--- src/design/srq_pkg.sv ---
package srq_pkg;
	// Register byte addresses within the block
	localparam logic [7:0]  ADDR_CONTROL_TWO     = 8'h00;
	localparam logic [7:0]  ADDR_DATA      = 8'h04;
	localparam logic [7:0]  ADDR_STAT      = 8'h08;
	localparam logic [7:0]  ADDR_IRQ_STAT  = 8'h0C;
	localparam logic [7:0]  ADDR_IRQ_MASK  = 8'h10;
	localparam logic [7:0]  ADDR_RATE      = 8'h14;
	localparam logic [7:0]  ADDR_AUX       = 8'h18;
	// Field positions
	localparam int          CNT_LSB        = 8;
	localparam int          WM_LSB         = 6;
	localparam int          QEN_BIT        = 5;
	localparam int          LIN_BIT        = 3;
	localparam int          STAT_LEVEL_BIT = 13;
	localparam int          STAT_SYNC_BIT  = 3;
	localparam int          AUX_DMA_BIT    = 0;
	// Interrupt status and mask layout
	localparam int          IRQ_W          = 5;
	localparam int          IRQ_RX_LEVEL   = 0;
	localparam int          IRQ_SYNC_ERR   = 1;
	localparam int          IRQ_BREAK      = 2;
	localparam int          IRQ_OVERRUN    = 3;
	localparam int          IRQ_AUTOBAUD   = 4;
	// Sizes, counts and reset values
	localparam logic [2:0]  QUEUE_DEPTH    = 3'h4;
	localparam logic [12:0] RATE_RESET     = 13'h0057;
	localparam logic [1:0]  WM_RESET       = 2'h0;
	localparam logic [3:0]  BRK_SAMPLES    = 4'hB;
	localparam logic [7:0]  SYNC_CHAR      = 8'h55;
	localparam logic [2:0]  SYNC_EDGES     = 3'h4;
	localparam logic [12:0] MIN_PERIOD     = 13'h0002;
	// Receiver states
	typedef enum logic [2:0] {
		RX_IDLE,
		RX_START,
		RX_DATA,
		RX_STOP,
		RX_BREAK
	} srq_rx_state_type;
endpackage

--- src/design/srq_ctrl.sv ---
`timescale 1ns/1ps
// Overview of operation
// - Receive fill count is three bits, zero to four, never above four.
// - Watermark bits 7-6 pick level flag threshold of one to four words.
// - Queues off: watermark reads 00, flag set when the single buffer holds a word.
// - Bit 5 enables four-deep queues; clear gives single buffering.
// - Bit 4 is reserved and always reads zero.
// - Bits 2-0 are reserved and always read zero.
// - Responder bit 3 clear: divisor keeps exactly what software wrote.
// - Responder mode: eleven consecutive zero samples mean a break.
// - After a break, time the 0x55 sync and reload the divisor.
// - First character after break not 0x55: divisor kept, sync error set.
// - Fill count rises per received word, falls per data read.
// - Level flag clears by status read then data reads; queues or DMA skip status.
module srq_ctrl
	import srq_pkg::*;
(
	input  wire logic        hclk,
	input  wire logic        hresetn,
	input  wire logic        hsel,
	input  wire logic [31:0] haddr,
	input  wire logic [1:0]  htrans,
	input  wire logic        hwrite,
	input  wire logic [2:0]  hsize,
	input  wire logic [31:0] hwdata,
	input  wire logic        hready,
	output logic             hreadyout,
	output logic             hresp,
	output logic [31:0]      hrdata,
	input  wire logic        rxd,
	output logic             rx_level_flag,
	output logic             irq
);
	// Threshold of the level flag, shared by logic and checks
	function automatic logic [2:0] level_thr(input logic qen, input logic [1:0] wm);
		level_thr = qen ? 3'({1'b0, wm}) + 3'h1 : 3'h1;
	endfunction

	logic                 wr_pend_reg, rd_wait_reg;
	logic [7:0]           addr_reg;
	logic [31:0]          hrdata_reg, rd_word;
	logic [1:0]           wm_reg;
	logic                 qen_reg, lin_reg, dma_reg, arm_reg, level_reg;
	logic [IRQ_W-1:0]     irq_stat_reg, irq_mask_reg, irq_ev;
	logic [12:0]          rate_reg, per, tmr_reg, new_rate;
	logic [7:0]           q_mem [4];
	logic [1:0]           wr_ptr_reg, rd_ptr_reg;
	logic [2:0]           count_reg, count_next, cap, bitn_reg, edges_reg;
	srq_rx_state_type     rx_state_reg;
	logic [7:0]           shift_reg;
	logic [3:0]           zrun_reg;
	logic                 rxd_prev_reg, sync_pend_reg, meas_on_reg, meas_done_reg;
	logic [15:0]          meas_reg;
	logic                 accept, wr_en, pop, push, push_ok, overrun, stat_read;
	logic                 tick, done_ok, frame_zero, brk_hit, fall, sync_ok;
	logic                 autobaud_load, sync_err_ev, level_rise, data_rd;

	// Bus address phase; reads take one wait state so data is fresh
	assign accept    = hsel & hready & htrans[1];
	assign hreadyout = ~rd_wait_reg;
	assign hresp     = 1'b0;
	assign hrdata    = hrdata_reg;
	assign wr_en     = wr_pend_reg;
	always_ff @(posedge hclk or negedge hresetn) begin
		if (!hresetn) begin
			wr_pend_reg <= 1'b0;
			rd_wait_reg <= 1'b0;
			addr_reg    <= 8'h00;
		end else begin
			wr_pend_reg <= accept & hwrite;
			rd_wait_reg <= accept & ~hwrite;
			if (accept)
				addr_reg <= haddr[7:0];
		end
	end

	// Read mux; unmapped addresses read zero
	always_comb begin
		rd_word = 32'h0000_0000;
		case (addr_reg)
			ADDR_CONTROL_TWO: begin
				rd_word[CNT_LSB +: 3] = count_reg;
				rd_word[WM_LSB +: 2]  = qen_reg ? wm_reg : 2'h0;
				rd_word[QEN_BIT]      = qen_reg;
				rd_word[LIN_BIT]      = lin_reg;
			end
			ADDR_DATA:     rd_word[7:0] = (count_reg != 3'h0) ? q_mem[rd_ptr_reg] : 8'h00;
			ADDR_STAT: begin
				rd_word[STAT_LEVEL_BIT] = level_reg;
				rd_word[STAT_SYNC_BIT]  = irq_stat_reg[IRQ_SYNC_ERR];
			end
			ADDR_IRQ_STAT: rd_word[IRQ_W-1:0] = irq_stat_reg;
			ADDR_IRQ_MASK: rd_word[IRQ_W-1:0] = irq_mask_reg;
			ADDR_RATE:     rd_word[12:0] = rate_reg;
			ADDR_AUX:      rd_word[AUX_DMA_BIT] = dma_reg;
			default:       rd_word = 32'h0000_0000;
		endcase
	end

	// Read data register, loaded in the wait cycle
	always_ff @(posedge hclk or negedge hresetn) begin
		if (!hresetn)
			hrdata_reg <= 32'h0000_0000;
		else if (rd_wait_reg)
			hrdata_reg <= rd_word;
	end

	// Software control bits
	always_ff @(posedge hclk or negedge hresetn) begin
		if (!hresetn) begin
			wm_reg       <= WM_RESET;
			qen_reg      <= 1'b0;
			lin_reg      <= 1'b0;
			dma_reg      <= 1'b0;
			irq_mask_reg <= '0;
		end else if (wr_en) begin
			if (addr_reg == ADDR_CONTROL_TWO) begin
				wm_reg  <= hwdata[WM_LSB +: 2];
				qen_reg <= hwdata[QEN_BIT];
				lin_reg <= hwdata[LIN_BIT];
			end
			if (addr_reg == ADDR_AUX)
				dma_reg <= hwdata[AUX_DMA_BIT];
			if (addr_reg == ADDR_IRQ_MASK)
				irq_mask_reg <= hwdata[IRQ_W-1:0];
		end
	end

	// Divisor: software write wins over an automatic reload
	always_ff @(posedge hclk or negedge hresetn) begin
		if (!hresetn)
			rate_reg <= RATE_RESET;
		else if (wr_en && addr_reg == ADDR_RATE)
			rate_reg <= hwdata[12:0];
		else if (autobaud_load)
			rate_reg <= new_rate;
	end

	// Bit timing from the live divisor, floored so the timer can turn over
	assign per  = (rate_reg < MIN_PERIOD) ? MIN_PERIOD : rate_reg;
	assign tick = (tmr_reg == per - 13'h0001);

	// Receiver: start, eight data bits, stop, and zero-run tracking
	always_ff @(posedge hclk or negedge hresetn) begin
		if (!hresetn) begin
			rx_state_reg <= RX_IDLE;
			tmr_reg      <= 13'h0000;
			bitn_reg     <= 3'h0;
			shift_reg    <= 8'h00;
			zrun_reg     <= 4'h0;
		end else begin
			case (rx_state_reg)
				RX_IDLE: begin
					tmr_reg <= 13'h0000;
					if (!rxd)
						rx_state_reg <= RX_START;
				end
				RX_START: begin
					if (tmr_reg == (per >> 1)) begin
						tmr_reg  <= 13'h0000;
						bitn_reg <= 3'h0;
						zrun_reg <= 4'h1;
						rx_state_reg <= rxd ? RX_IDLE : RX_DATA;   // Glitch rejected
					end else
						tmr_reg <= tmr_reg + 13'h0001;
				end
				RX_DATA: begin
					if (tick) begin
						tmr_reg   <= 13'h0000;
						shift_reg <= {rxd, shift_reg[7:1]};
						zrun_reg  <= rxd ? 4'h0 : zrun_reg + 4'h1;
						bitn_reg  <= bitn_reg + 3'h1;
						if (bitn_reg == 3'h7)
							rx_state_reg <= RX_STOP;
					end else
						tmr_reg <= tmr_reg + 13'h0001;
				end
				RX_STOP: begin
					if (tick) begin
						tmr_reg <= 13'h0000;
						if (!rxd) begin
							zrun_reg     <= zrun_reg + 4'h1;
							rx_state_reg <= RX_BREAK;
						end else
							rx_state_reg <= RX_IDLE;
					end else
						tmr_reg <= tmr_reg + 13'h0001;
				end
				RX_BREAK: begin
					// Stay until the line returns high, counting zero samples
					if (rxd)
						rx_state_reg <= RX_IDLE;
					else if (tick) begin
						tmr_reg <= 13'h0000;
						if (zrun_reg != 4'hF)
							zrun_reg <= zrun_reg + 4'h1;
					end else
						tmr_reg <= tmr_reg + 13'h0001;
				end
				default: rx_state_reg <= RX_IDLE;
			endcase
		end
	end

	// Character events
	assign done_ok    = (rx_state_reg == RX_STOP) & tick & rxd;
	assign frame_zero = (rx_state_reg == RX_STOP) & tick & ~rxd;
	assign brk_hit    = lin_reg & (rx_state_reg == RX_BREAK) & ~rxd & tick
	                    & (zrun_reg == BRK_SAMPLES - 4'h1);
	assign fall       = rxd_prev_reg & ~rxd;

	// Sync timing: start edge to fifth falling edge spans eight bits
	always_ff @(posedge hclk or negedge hresetn) begin
		if (!hresetn) begin
			rxd_prev_reg  <= 1'b1;
			sync_pend_reg <= 1'b0;
			meas_on_reg   <= 1'b0;
			meas_done_reg <= 1'b0;
			meas_reg      <= 16'h0000;
			edges_reg     <= 3'h0;
		end else begin
			rxd_prev_reg <= rxd;
			if (brk_hit) begin
				sync_pend_reg <= 1'b1;
				meas_on_reg   <= 1'b0;
				meas_done_reg <= 1'b0;
			end else if (!lin_reg || (sync_pend_reg && (done_ok || frame_zero))) begin
				sync_pend_reg <= 1'b0;
				meas_on_reg   <= 1'b0;
				meas_done_reg <= 1'b0;
			end else if (sync_pend_reg && rx_state_reg == RX_IDLE && fall
			             && !meas_on_reg && !meas_done_reg) begin
				meas_on_reg <= 1'b1;
				meas_reg    <= 16'h0000;
				edges_reg   <= 3'h0;
			end else if (meas_on_reg) begin
				if (meas_reg != 16'hFFFF)
					meas_reg <= meas_reg + 16'h0001;
				if (fall) begin
					edges_reg <= edges_reg + 3'h1;
					if (edges_reg == SYNC_EDGES - 3'h1) begin
						meas_on_reg   <= 1'b0;
						meas_done_reg <= 1'b1;
					end
				end
			end
		end
	end

	// Rounded cycles per bit; sync character itself is not queued
	assign new_rate      = 13'((meas_reg + 16'h0004) >> 3);
	assign sync_ok       = (shift_reg == SYNC_CHAR) & meas_done_reg;
	assign autobaud_load = done_ok & sync_pend_reg & sync_ok;
	assign sync_err_ev   = sync_pend_reg & ((done_ok & ~sync_ok) | frame_zero);

	// Receive queue, one word deep while queues are off
	assign cap        = qen_reg ? QUEUE_DEPTH : 3'h1;
	assign stat_read  = rd_wait_reg & (addr_reg == ADDR_STAT);
	assign data_rd    = rd_wait_reg & (addr_reg == ADDR_DATA);    // Empty reads count too
	assign pop        = data_rd & (count_reg != 3'h0);
	assign push       = done_ok & ~sync_pend_reg;
	assign push_ok    = push & ((count_reg < cap) | pop);
	assign overrun    = push & ~push_ok;
	assign count_next = count_reg + {2'h0, push_ok} - {2'h0, pop};

	always_ff @(posedge hclk or negedge hresetn) begin
		if (!hresetn) begin
			count_reg  <= 3'h0;
			wr_ptr_reg <= 2'h0;
			rd_ptr_reg <= 2'h0;
		end else begin
			count_reg <= count_next;
			if (push_ok)
				wr_ptr_reg <= wr_ptr_reg + 2'h1;
			if (pop)
				rd_ptr_reg <= rd_ptr_reg + 2'h1;
		end
	end

	// Storage holds no control state, so it needs no reset
	always_ff @(posedge hclk) begin
		if (push_ok)
			q_mem[wr_ptr_reg] <= shift_reg;
	end

	// Level flag: sticky until the documented clearing sequence
	assign level_rise    = ~level_reg & (count_next >= level_thr(qen_reg, wm_reg));
	assign rx_level_flag = level_reg;
	always_ff @(posedge hclk or negedge hresetn) begin
		if (!hresetn) begin
			level_reg <= 1'b0;
			arm_reg   <= 1'b0;
		end else begin
			if (count_next >= level_thr(qen_reg, wm_reg))
				level_reg <= 1'b1;
			else if (data_rd && (qen_reg || dma_reg || arm_reg))
				level_reg <= 1'b0;
			if (stat_read && level_reg)
				arm_reg <= 1'b1;
			else if (data_rd)
				arm_reg <= 1'b0;
		end
	end

	// Sticky interrupt status; a new event beats a same-cycle clear
	always_comb begin
		irq_ev = '0;
		irq_ev[IRQ_RX_LEVEL] = level_rise;
		irq_ev[IRQ_SYNC_ERR] = sync_err_ev;
		irq_ev[IRQ_BREAK]    = brk_hit;
		irq_ev[IRQ_OVERRUN]  = overrun;
		irq_ev[IRQ_AUTOBAUD] = autobaud_load;
	end
	always_ff @(posedge hclk or negedge hresetn) begin
		if (!hresetn)
			irq_stat_reg <= '0;
		else if (wr_en && addr_reg == ADDR_IRQ_STAT)
			irq_stat_reg <= (irq_stat_reg & ~hwdata[IRQ_W-1:0]) | irq_ev;
		else
			irq_stat_reg <= irq_stat_reg | irq_ev;
	end
	assign irq = |(irq_stat_reg & irq_mask_reg);
endmodule

--- config.mk ---
export PLATFORM = sky130hd
export DESIGN_NAME = srq_ctrl
export DESIGN_NICKNAME = d
export VERILOG_FILES = /design/src/design/srq_pkg.sv /design/src/design/srq_ctrl.sv
export SDC_FILE = /design/constraint.sdc
export NUM_CORES = 1
export LEC_CHECK = 0
export BUFFER_PORTS_ARGS = -buffer_cell sky130_fd_sc_hd__clkbuf_2
export CAP_MARGIN = 40
export CORE_ASPECT_RATIO = 1.4
export CORE_MARGIN = 2
export CORE_UTILIZATION = 55
export DETAILED_ROUTE_END_ITERATION = 8
export GPL_ROUTABILITY_DRIVEN = 0
export PLACE_DENSITY = 0.81
export SYNTH_ARGS = -nofsm -noshare
export SYNTH_HDL_FRONTEND = slang
export SYNTH_SLANG_ARGS = --single-unit
--- constraint.sdc ---
create_clock -name hclk -period 6 [get_ports hclk]
set_input_delay 1.2 -clock hclk [delete_from_list [all_inputs] [get_ports hclk]]
set_output_delay 1.2 -clock hclk [all_outputs]
set_load 0.005 [all_outputs]
[Yosys cells after proc, flatten, opt, wreduce, memory -nomap -nowiden]
Memory sizes are Yosys's and may differ from the RTL's.
Index checks and enable logic that the tools add are counted.
Word-level totals
  bits in registers: 115
  latch bits: 0
  bits in writable memories: 32
  bits in read-only memories: 0
  input port bits: 75
  output and inout port bits: 36
  word-level logic and storage cells: 224
  memories kept: 1
Cells by class
  add/subtract/negate cells: 12
  $mul: 0
  div/mod/pow operators: 0
  magnitude comparators: 3
  equality and inequality tests: 29
  shifts and indexed selects: 0
  muxes and demuxes: 67
  bitwise gates (word level): 40
  reductions and logical operators: 45
Memory list
  q_mem: depth 4, width 8, read ports 1, clocked after memory_dff 0, wr ports 1, line srq_ctrl.sv:46  | logic [7:0] q_mem [4];
Operators with widths (number)
  $mux 13: 6
  $pmux 13 s4: 1
  $mux 16: 3
  $mux 3: 14
  $mux 4: 8
  $and 1x1->1: 24
  $eq 8x5->1 const B: 3
  $mux 1: 21
  $ne 2x2->1 const B: 10
  $add 16x1->16 const B: 1
  $add 16x3->16 const B: 1
  $eq 8x4->1 const B: 2
  $ne 16x16->1 const B: 1
  $pmux 4 s4: 1
  $reduce_bool 2->1: 8
  $pmux 3 s5: 1
  $add 13x1->13 const B: 1
  $eq 13x12->1: 1
  $eq 13x13->1: 1
  $lt 13x2->1 const B: 1
  $sub 13x1->13 const B: 1
  $pmux 3 s2: 2
  $reduce_and 4->1: 3
  $reduce_bool 3->1: 4
  other kinds (41): 77

[Depth between registers and ports, before layout]
  word-level depth: 14
  mapped depth: 21
  gate-level depth less buffers: 19

[Worst setup path before layout]
No wires, ideal clock.
  path type: register to register
  start: register rate_reg[5]
  end: register irq_stat_reg[0]
  setup time: 127 ps
  arrival time: 5276 ps
  data required time: 5873 ps
  path slack: 596 ps
  cell stages (with the launch flop): 21
  path buffers: 2
  period minus slack after synthesis: 5404 ps
  cells stage by stage: dfrtp_1 buf_6 or4_1 o31ai_1 ha_1 or4b_1 buf_2 or4_1 and4_4 a211o_1 or3_1 nor2_2 mux2_2 ha_1 inv_1 fa_1 inv_1 ha_1 a21o_1 a21oi_1 o21ai_0
On the way
  cells in the longest elaborated chain, start to end: 14
  elaborated cells on any way between the ends: 15
  those cells by class: add/sub (3); order compare (2); eq/ne (1); mux (2); bitwise (7)
RTL lines
  start: declaration: line srq_ctrl.sv:45  | logic [12:0] rate_reg, per, tmr_reg, new_rate;
  start signal: assignment: line srq_ctrl.sv:134  | rate_reg <= hwdata[12:0];
  start signal: assignment: line srq_ctrl.sv:136  | rate_reg <= new_rate;
  $lt 13x2->1: line srq_ctrl.sv:140  | assign per = (rate_reg < MIN_PERIOD) ? MIN_PERIOD : rate_reg;
  $mux 13 (*): line srq_ctrl.sv:140
  $sub 13x1->13 (*): line srq_ctrl.sv:141  | assign tick = (tmr_reg == per - 13'h0001);
  $eq 13x13->1 (*): line srq_ctrl.sv:141
  $and 1x1->1 (*) (2 in series): line srq_ctrl.sv:206  | assign done_ok = (rx_state_reg == RX_STOP) & tick & rxd;
  $and 1x1->1 (*): line srq_ctrl.sv:261  | assign push = done_ok & ~sync_pend_reg;
  $and 1x1->1 (*): line srq_ctrl.sv:262  | assign push_ok = push & ((count_reg < cap) | pop);
  $add 3x1->3 (*): line srq_ctrl.sv:264  | assign count_next = count_reg + {2'h0, push_ok} - {2'h0, pop};
  $sub 3x1->3 (*): line srq_ctrl.sv:264
  named net count_next[1]: line srq_ctrl.sv:48  | logic [2:0] count_reg, count_next, cap, bitn_reg, edges_reg;
  $ge 3x3->1 (*): line srq_ctrl.sv:287  | assign level_rise = ~level_reg & (count_next >= level_thr(qen_reg, wm_reg));
  $and 1x1->1 (*): line srq_ctrl.sv:287
  $or 5x5->5, on equally long branches: line srq_ctrl.sv:320, srq_ctrl.sv:318
  $mux 5 (*): line srq_ctrl.sv:317  | else if (wr_en && addr_reg == ADDR_IRQ_STAT)
  end signal: assignment: line srq_ctrl.sv:318  | irq_stat_reg <= (irq_stat_reg & ~hwdata[IRQ_W-1:0]) | irq_ev;
  end signal: assignment: line srq_ctrl.sv:320  | irq_stat_reg <= irq_stat_reg | irq_ev;
  end: declaration: line srq_ctrl.sv:44  | logic [IRQ_W-1:0] irq_stat_reg, irq_mask_reg, irq_ev;
The timed path passes the listed nets; every way through them passes the cells marked *.
A chain may end at the register's enable or synchronous reset.

[Final worst setup path]
  start: register rate_reg[11]
  end: register irq_stat_reg[0]
Same word-level chain as after synthesis.

==> out/qor.yml <==
outcome:
  status: "finished clean"
logic_synthesis:
  synth_top_family_by_area: "simple AND/OR/NAND/NOR gates"
  syn-instance-count: 789
  synth_top_area_share_pct: 33.4
  ys_ff_latch: 147
  yosysSeqAreaShare_pct: 47.1
  synthArstFlopShare_pct: 78.2
  synth_area_sq_um: 8170
  ys_warn_count: 0
  synth-compound-area-share_pct: 11.8
  yosys.area_share.adder_pct: 3.31
  ys_top_cells_by_area: "dfrtp_1 (33%), edfxtp_1 (12%), mux2_2 (3.9%)"
  syn_area_per_cell_sq_um: 10.4
  synth_edf_count: 32
  synthFlopType: "dfrtp_1"
  synthMostInstantiatedCell: "dfrtp_1"
  yosys.area.top_type: "dfrtp_1"
  synthMuxAreaShare_pct: 8.90
  synthSimpleGateAreaFrac_pct: 17.8
  yosysUniqueCellTypes: 74
  netlist_top_cells_count: "dfrtp_1 (109), nand2_1 (69), nor2_1 (61)"
  synth-xor-area-share_pct: 5.90
global_routing:
  grt_max_degree: 47
  first_global_vias: 6347
  grt_overflow: 0
  track_usage_pct: 25.6
  grt_antenna_before_repair: 0
  grt_pass1_wl_mm: 31.6
final_layout:
  final_core_util_pct: 63.0
  instances_no_fill: 1031
  diodes: 0
  drive_gt1_share_pct: 18.9
  num-nets-final: 925
  area_delta_synth_final_pct: 11.9
  largest_reg_flops: 32
  final.fill_count: 1144
clock_tree:
  worst_skew_pair.late_latency_ns: 0.43
  htree_levels: 4
  cts_buffers: 17
  cts-resized-gates: 0
  ctsHoldBuffers: 0
  cts_sinks: 147
  clk_pin_slew_ns: 0.07
  post-cts-setup-buffers: 0
  cts_tree: "done"
  cts_max_path_buffers: 2
  root_buffer: "clkbuf_16"
setup_path:
  crit_end: "irq_stat_reg[0]"
  cp-end-kind: "flip-flop"
  r2r_end: "irq_stat_reg[0]"
  path_class: "flip-flop to flip-flop"
  worst-r2r-setup-slack_ns: 0.30
  critPathLaunch: "rate_reg[11]"
  cp_common_cell: "ha_1"
  slowest_delay_ns: 0.63
  r2r_start: "rate_reg[11]"
  worstSetupStartpointType: "flip-flop"
  required_ns: 6.32
  reg2reg_depth: 18
  path_max_fanout: 7
  cp.arrival_ns: 6.02
  path_cells: "or4_1 -> o31ai_2 -> ha_1 -> or4b_1 -> or4_1 -> and4_4 -> a211o_1 -> or3_1 -> nand2b_1 -> mux2_2 -> ha_1 -> inv_1 -> fa_1 -> inv_1 -> ha_1 -> a21o_1 -> a21oi_1 -> o21ai_0"
  crit_slowest_cell: "or4_1"
detailed_routing:
  wl_per_cell_um: 18.8
  drc: 0
  wirelength_mm: 19.3
  drtIter0Drc: 439
  vias: 6270
  vias_per_cell: 6.08
  ant_nets: 0
  dr.pass1.iters: 5
timing:
  hold_viol: 0
  setup_viol: 0
  period_share_pct: 95.0
  worst_pin_slew_ns: 0.808
  slew_viol_final: 0
  finalCriticalPeriod_ns: 5.70
  max_slew_margin_pct: 46.1
  tns_ns: 0
  setup_ws_ns: 0.299
  fmax_ghz: 0.175
  rsz0062_at_grt: "no"
  skew_ns: 0.0104
placement:
  port_buffers: 44
  placed_cells: 999
  pre_cts_slack_ns: 0.219
  hpwl_mm: 14.0
floorplanning:
  die_y_um: 148
  start_util_pct: 56.3
  core.rowCount: 52
  core_area_sq_um: 14500
  die_w_um: 107
  pin_count: 111
  dieArea_sq_um: 15900
power:
  power_uw: 3060
  p_clk_share_pct: 36.5
  leakage_uw: 0.00382
  switching_share_pct: 32.7
  switching_power_uw: 999
  internal_power_uw: 2060
  sequentialPowerShare_pct: 41.6
  p_comb_share_pct: 22.0
  peakVddDrop_uv: 192
  power_density_nw_per_um2: 334
job:
  drv_cap: 0
worst_hold_path:
  hold_class: "flip-flop to flip-flop"
power by group through the flow:
stage | logic, uW | registers (uW) | clock network [uW]
after floorplan | 526 | 1220 | 0
after global placement | 631 | 1280 | 0
after detailed placement | 660 | 1290 | 0
after CTS | 668 | 1270 | 1130
after global routing | 749 | 1290 | 1170
final | 671 | 1270 | 1110
logic make-up after synthesis:
group                      count (synthesis)
AOI/OAI and AO/OA                        144
xor gates and xnor gates                  55
adders and majority gates                 21
buffers and inverters                     86
DFF                                      147
muxes                                     59
other                                      1
and+or+nand+nor                          276
metrics by stage:
step / hold WS (ns) / cell area, sq um
after global routing: 0.506 / 9140
after detailed placement: 0.477 / 8520
after CTS: 0.485 / 9130
after floorplan: 0.457 / 8240
after global placement: 0.473 / 8470
final: 0.483 / 9140
per-layer routing:
layer	vias to the layer above	global-route usage (%)	routed length, um
met5	-	0	0
met4	0	13.2	722
met3	70	4.34	998
met2	205	44.7	10200
met1	3092	30.1	7400
li1	2903	-	-
layout by cell type (no fill, tap or decap), types with 7 or more instances in the layout:
cell,netlist,routed
dfrtp_1,109,109
conb_1,1,19
ha_1,20,20
edfxtp_1,32,32
nand2_1,69,69
xnor2_1,34,34
nand3_1,32,32
xor2_1,21,21
and3_1,16,16
o21ai_0,31,31
nor3_1,11,11
buf_4,21,18
nor4_1,14,14
mux4_2,8,8
inv_1,25,25
a22o_1,9,9
and2_1,10,10
clkbuf_2,0,43
or4_1,7,7
mux2_2,28,28
a31oi_1,10,10
o21ai_1,19,19
nor2b_1,11,11
clkbuf_16,0,17
mux2i_1,22,22
nor2_1,61,61
a21oi_1,17,17
critical path, delay by kind of cell, from the launching register on:
family / cells / cell delay, ns
flip-flops: 1 / 0.37
adder cells (fa/ha/maj): 4 / 1.10
buffers and inverters: 2 / 0.16
multiplexers: 1 / 0.31
AND/OR/NAND/NOR: 6 / 2.55
AO/OA/AOI/OAI: 5 / 1.11
final cells by class:
class / instances / area, sq um / share of cell area (%)
Clock inverter: 14 / 176 / 1.93
Inverter: 25 / 93.8 / 1.03
Clock buffer: 18 / 439 / 4.81
Sequential cell: 147 / 3850 / 42.1
Multi-Input combinational cell: 574 / 3970 / 43.4
Tap cell: 189 / 236 / 2.59
Timing Repair Buffer: 64 / 380 / 4.16
worst min path at each step:
stage	slack [ns]	cells after the start	start	endpoint
after CTS	0.49	1	bitn_reg[0]	bitn_reg[0]
after detailed placement	0.48	1	bitn_reg[0]	bitn_reg[0]
final	0.48	1	bitn_reg[0]	bitn_reg[0]
after floorplan	0.46	2	irq_stat_reg[2]	irq_stat_reg[2]
after global routing	0.51	1	bitn_reg[0]	bitn_reg[0]
after global placement	0.47	1	bitn_reg[0]	bitn_reg[0]
(Power assumes the default switching activity.)
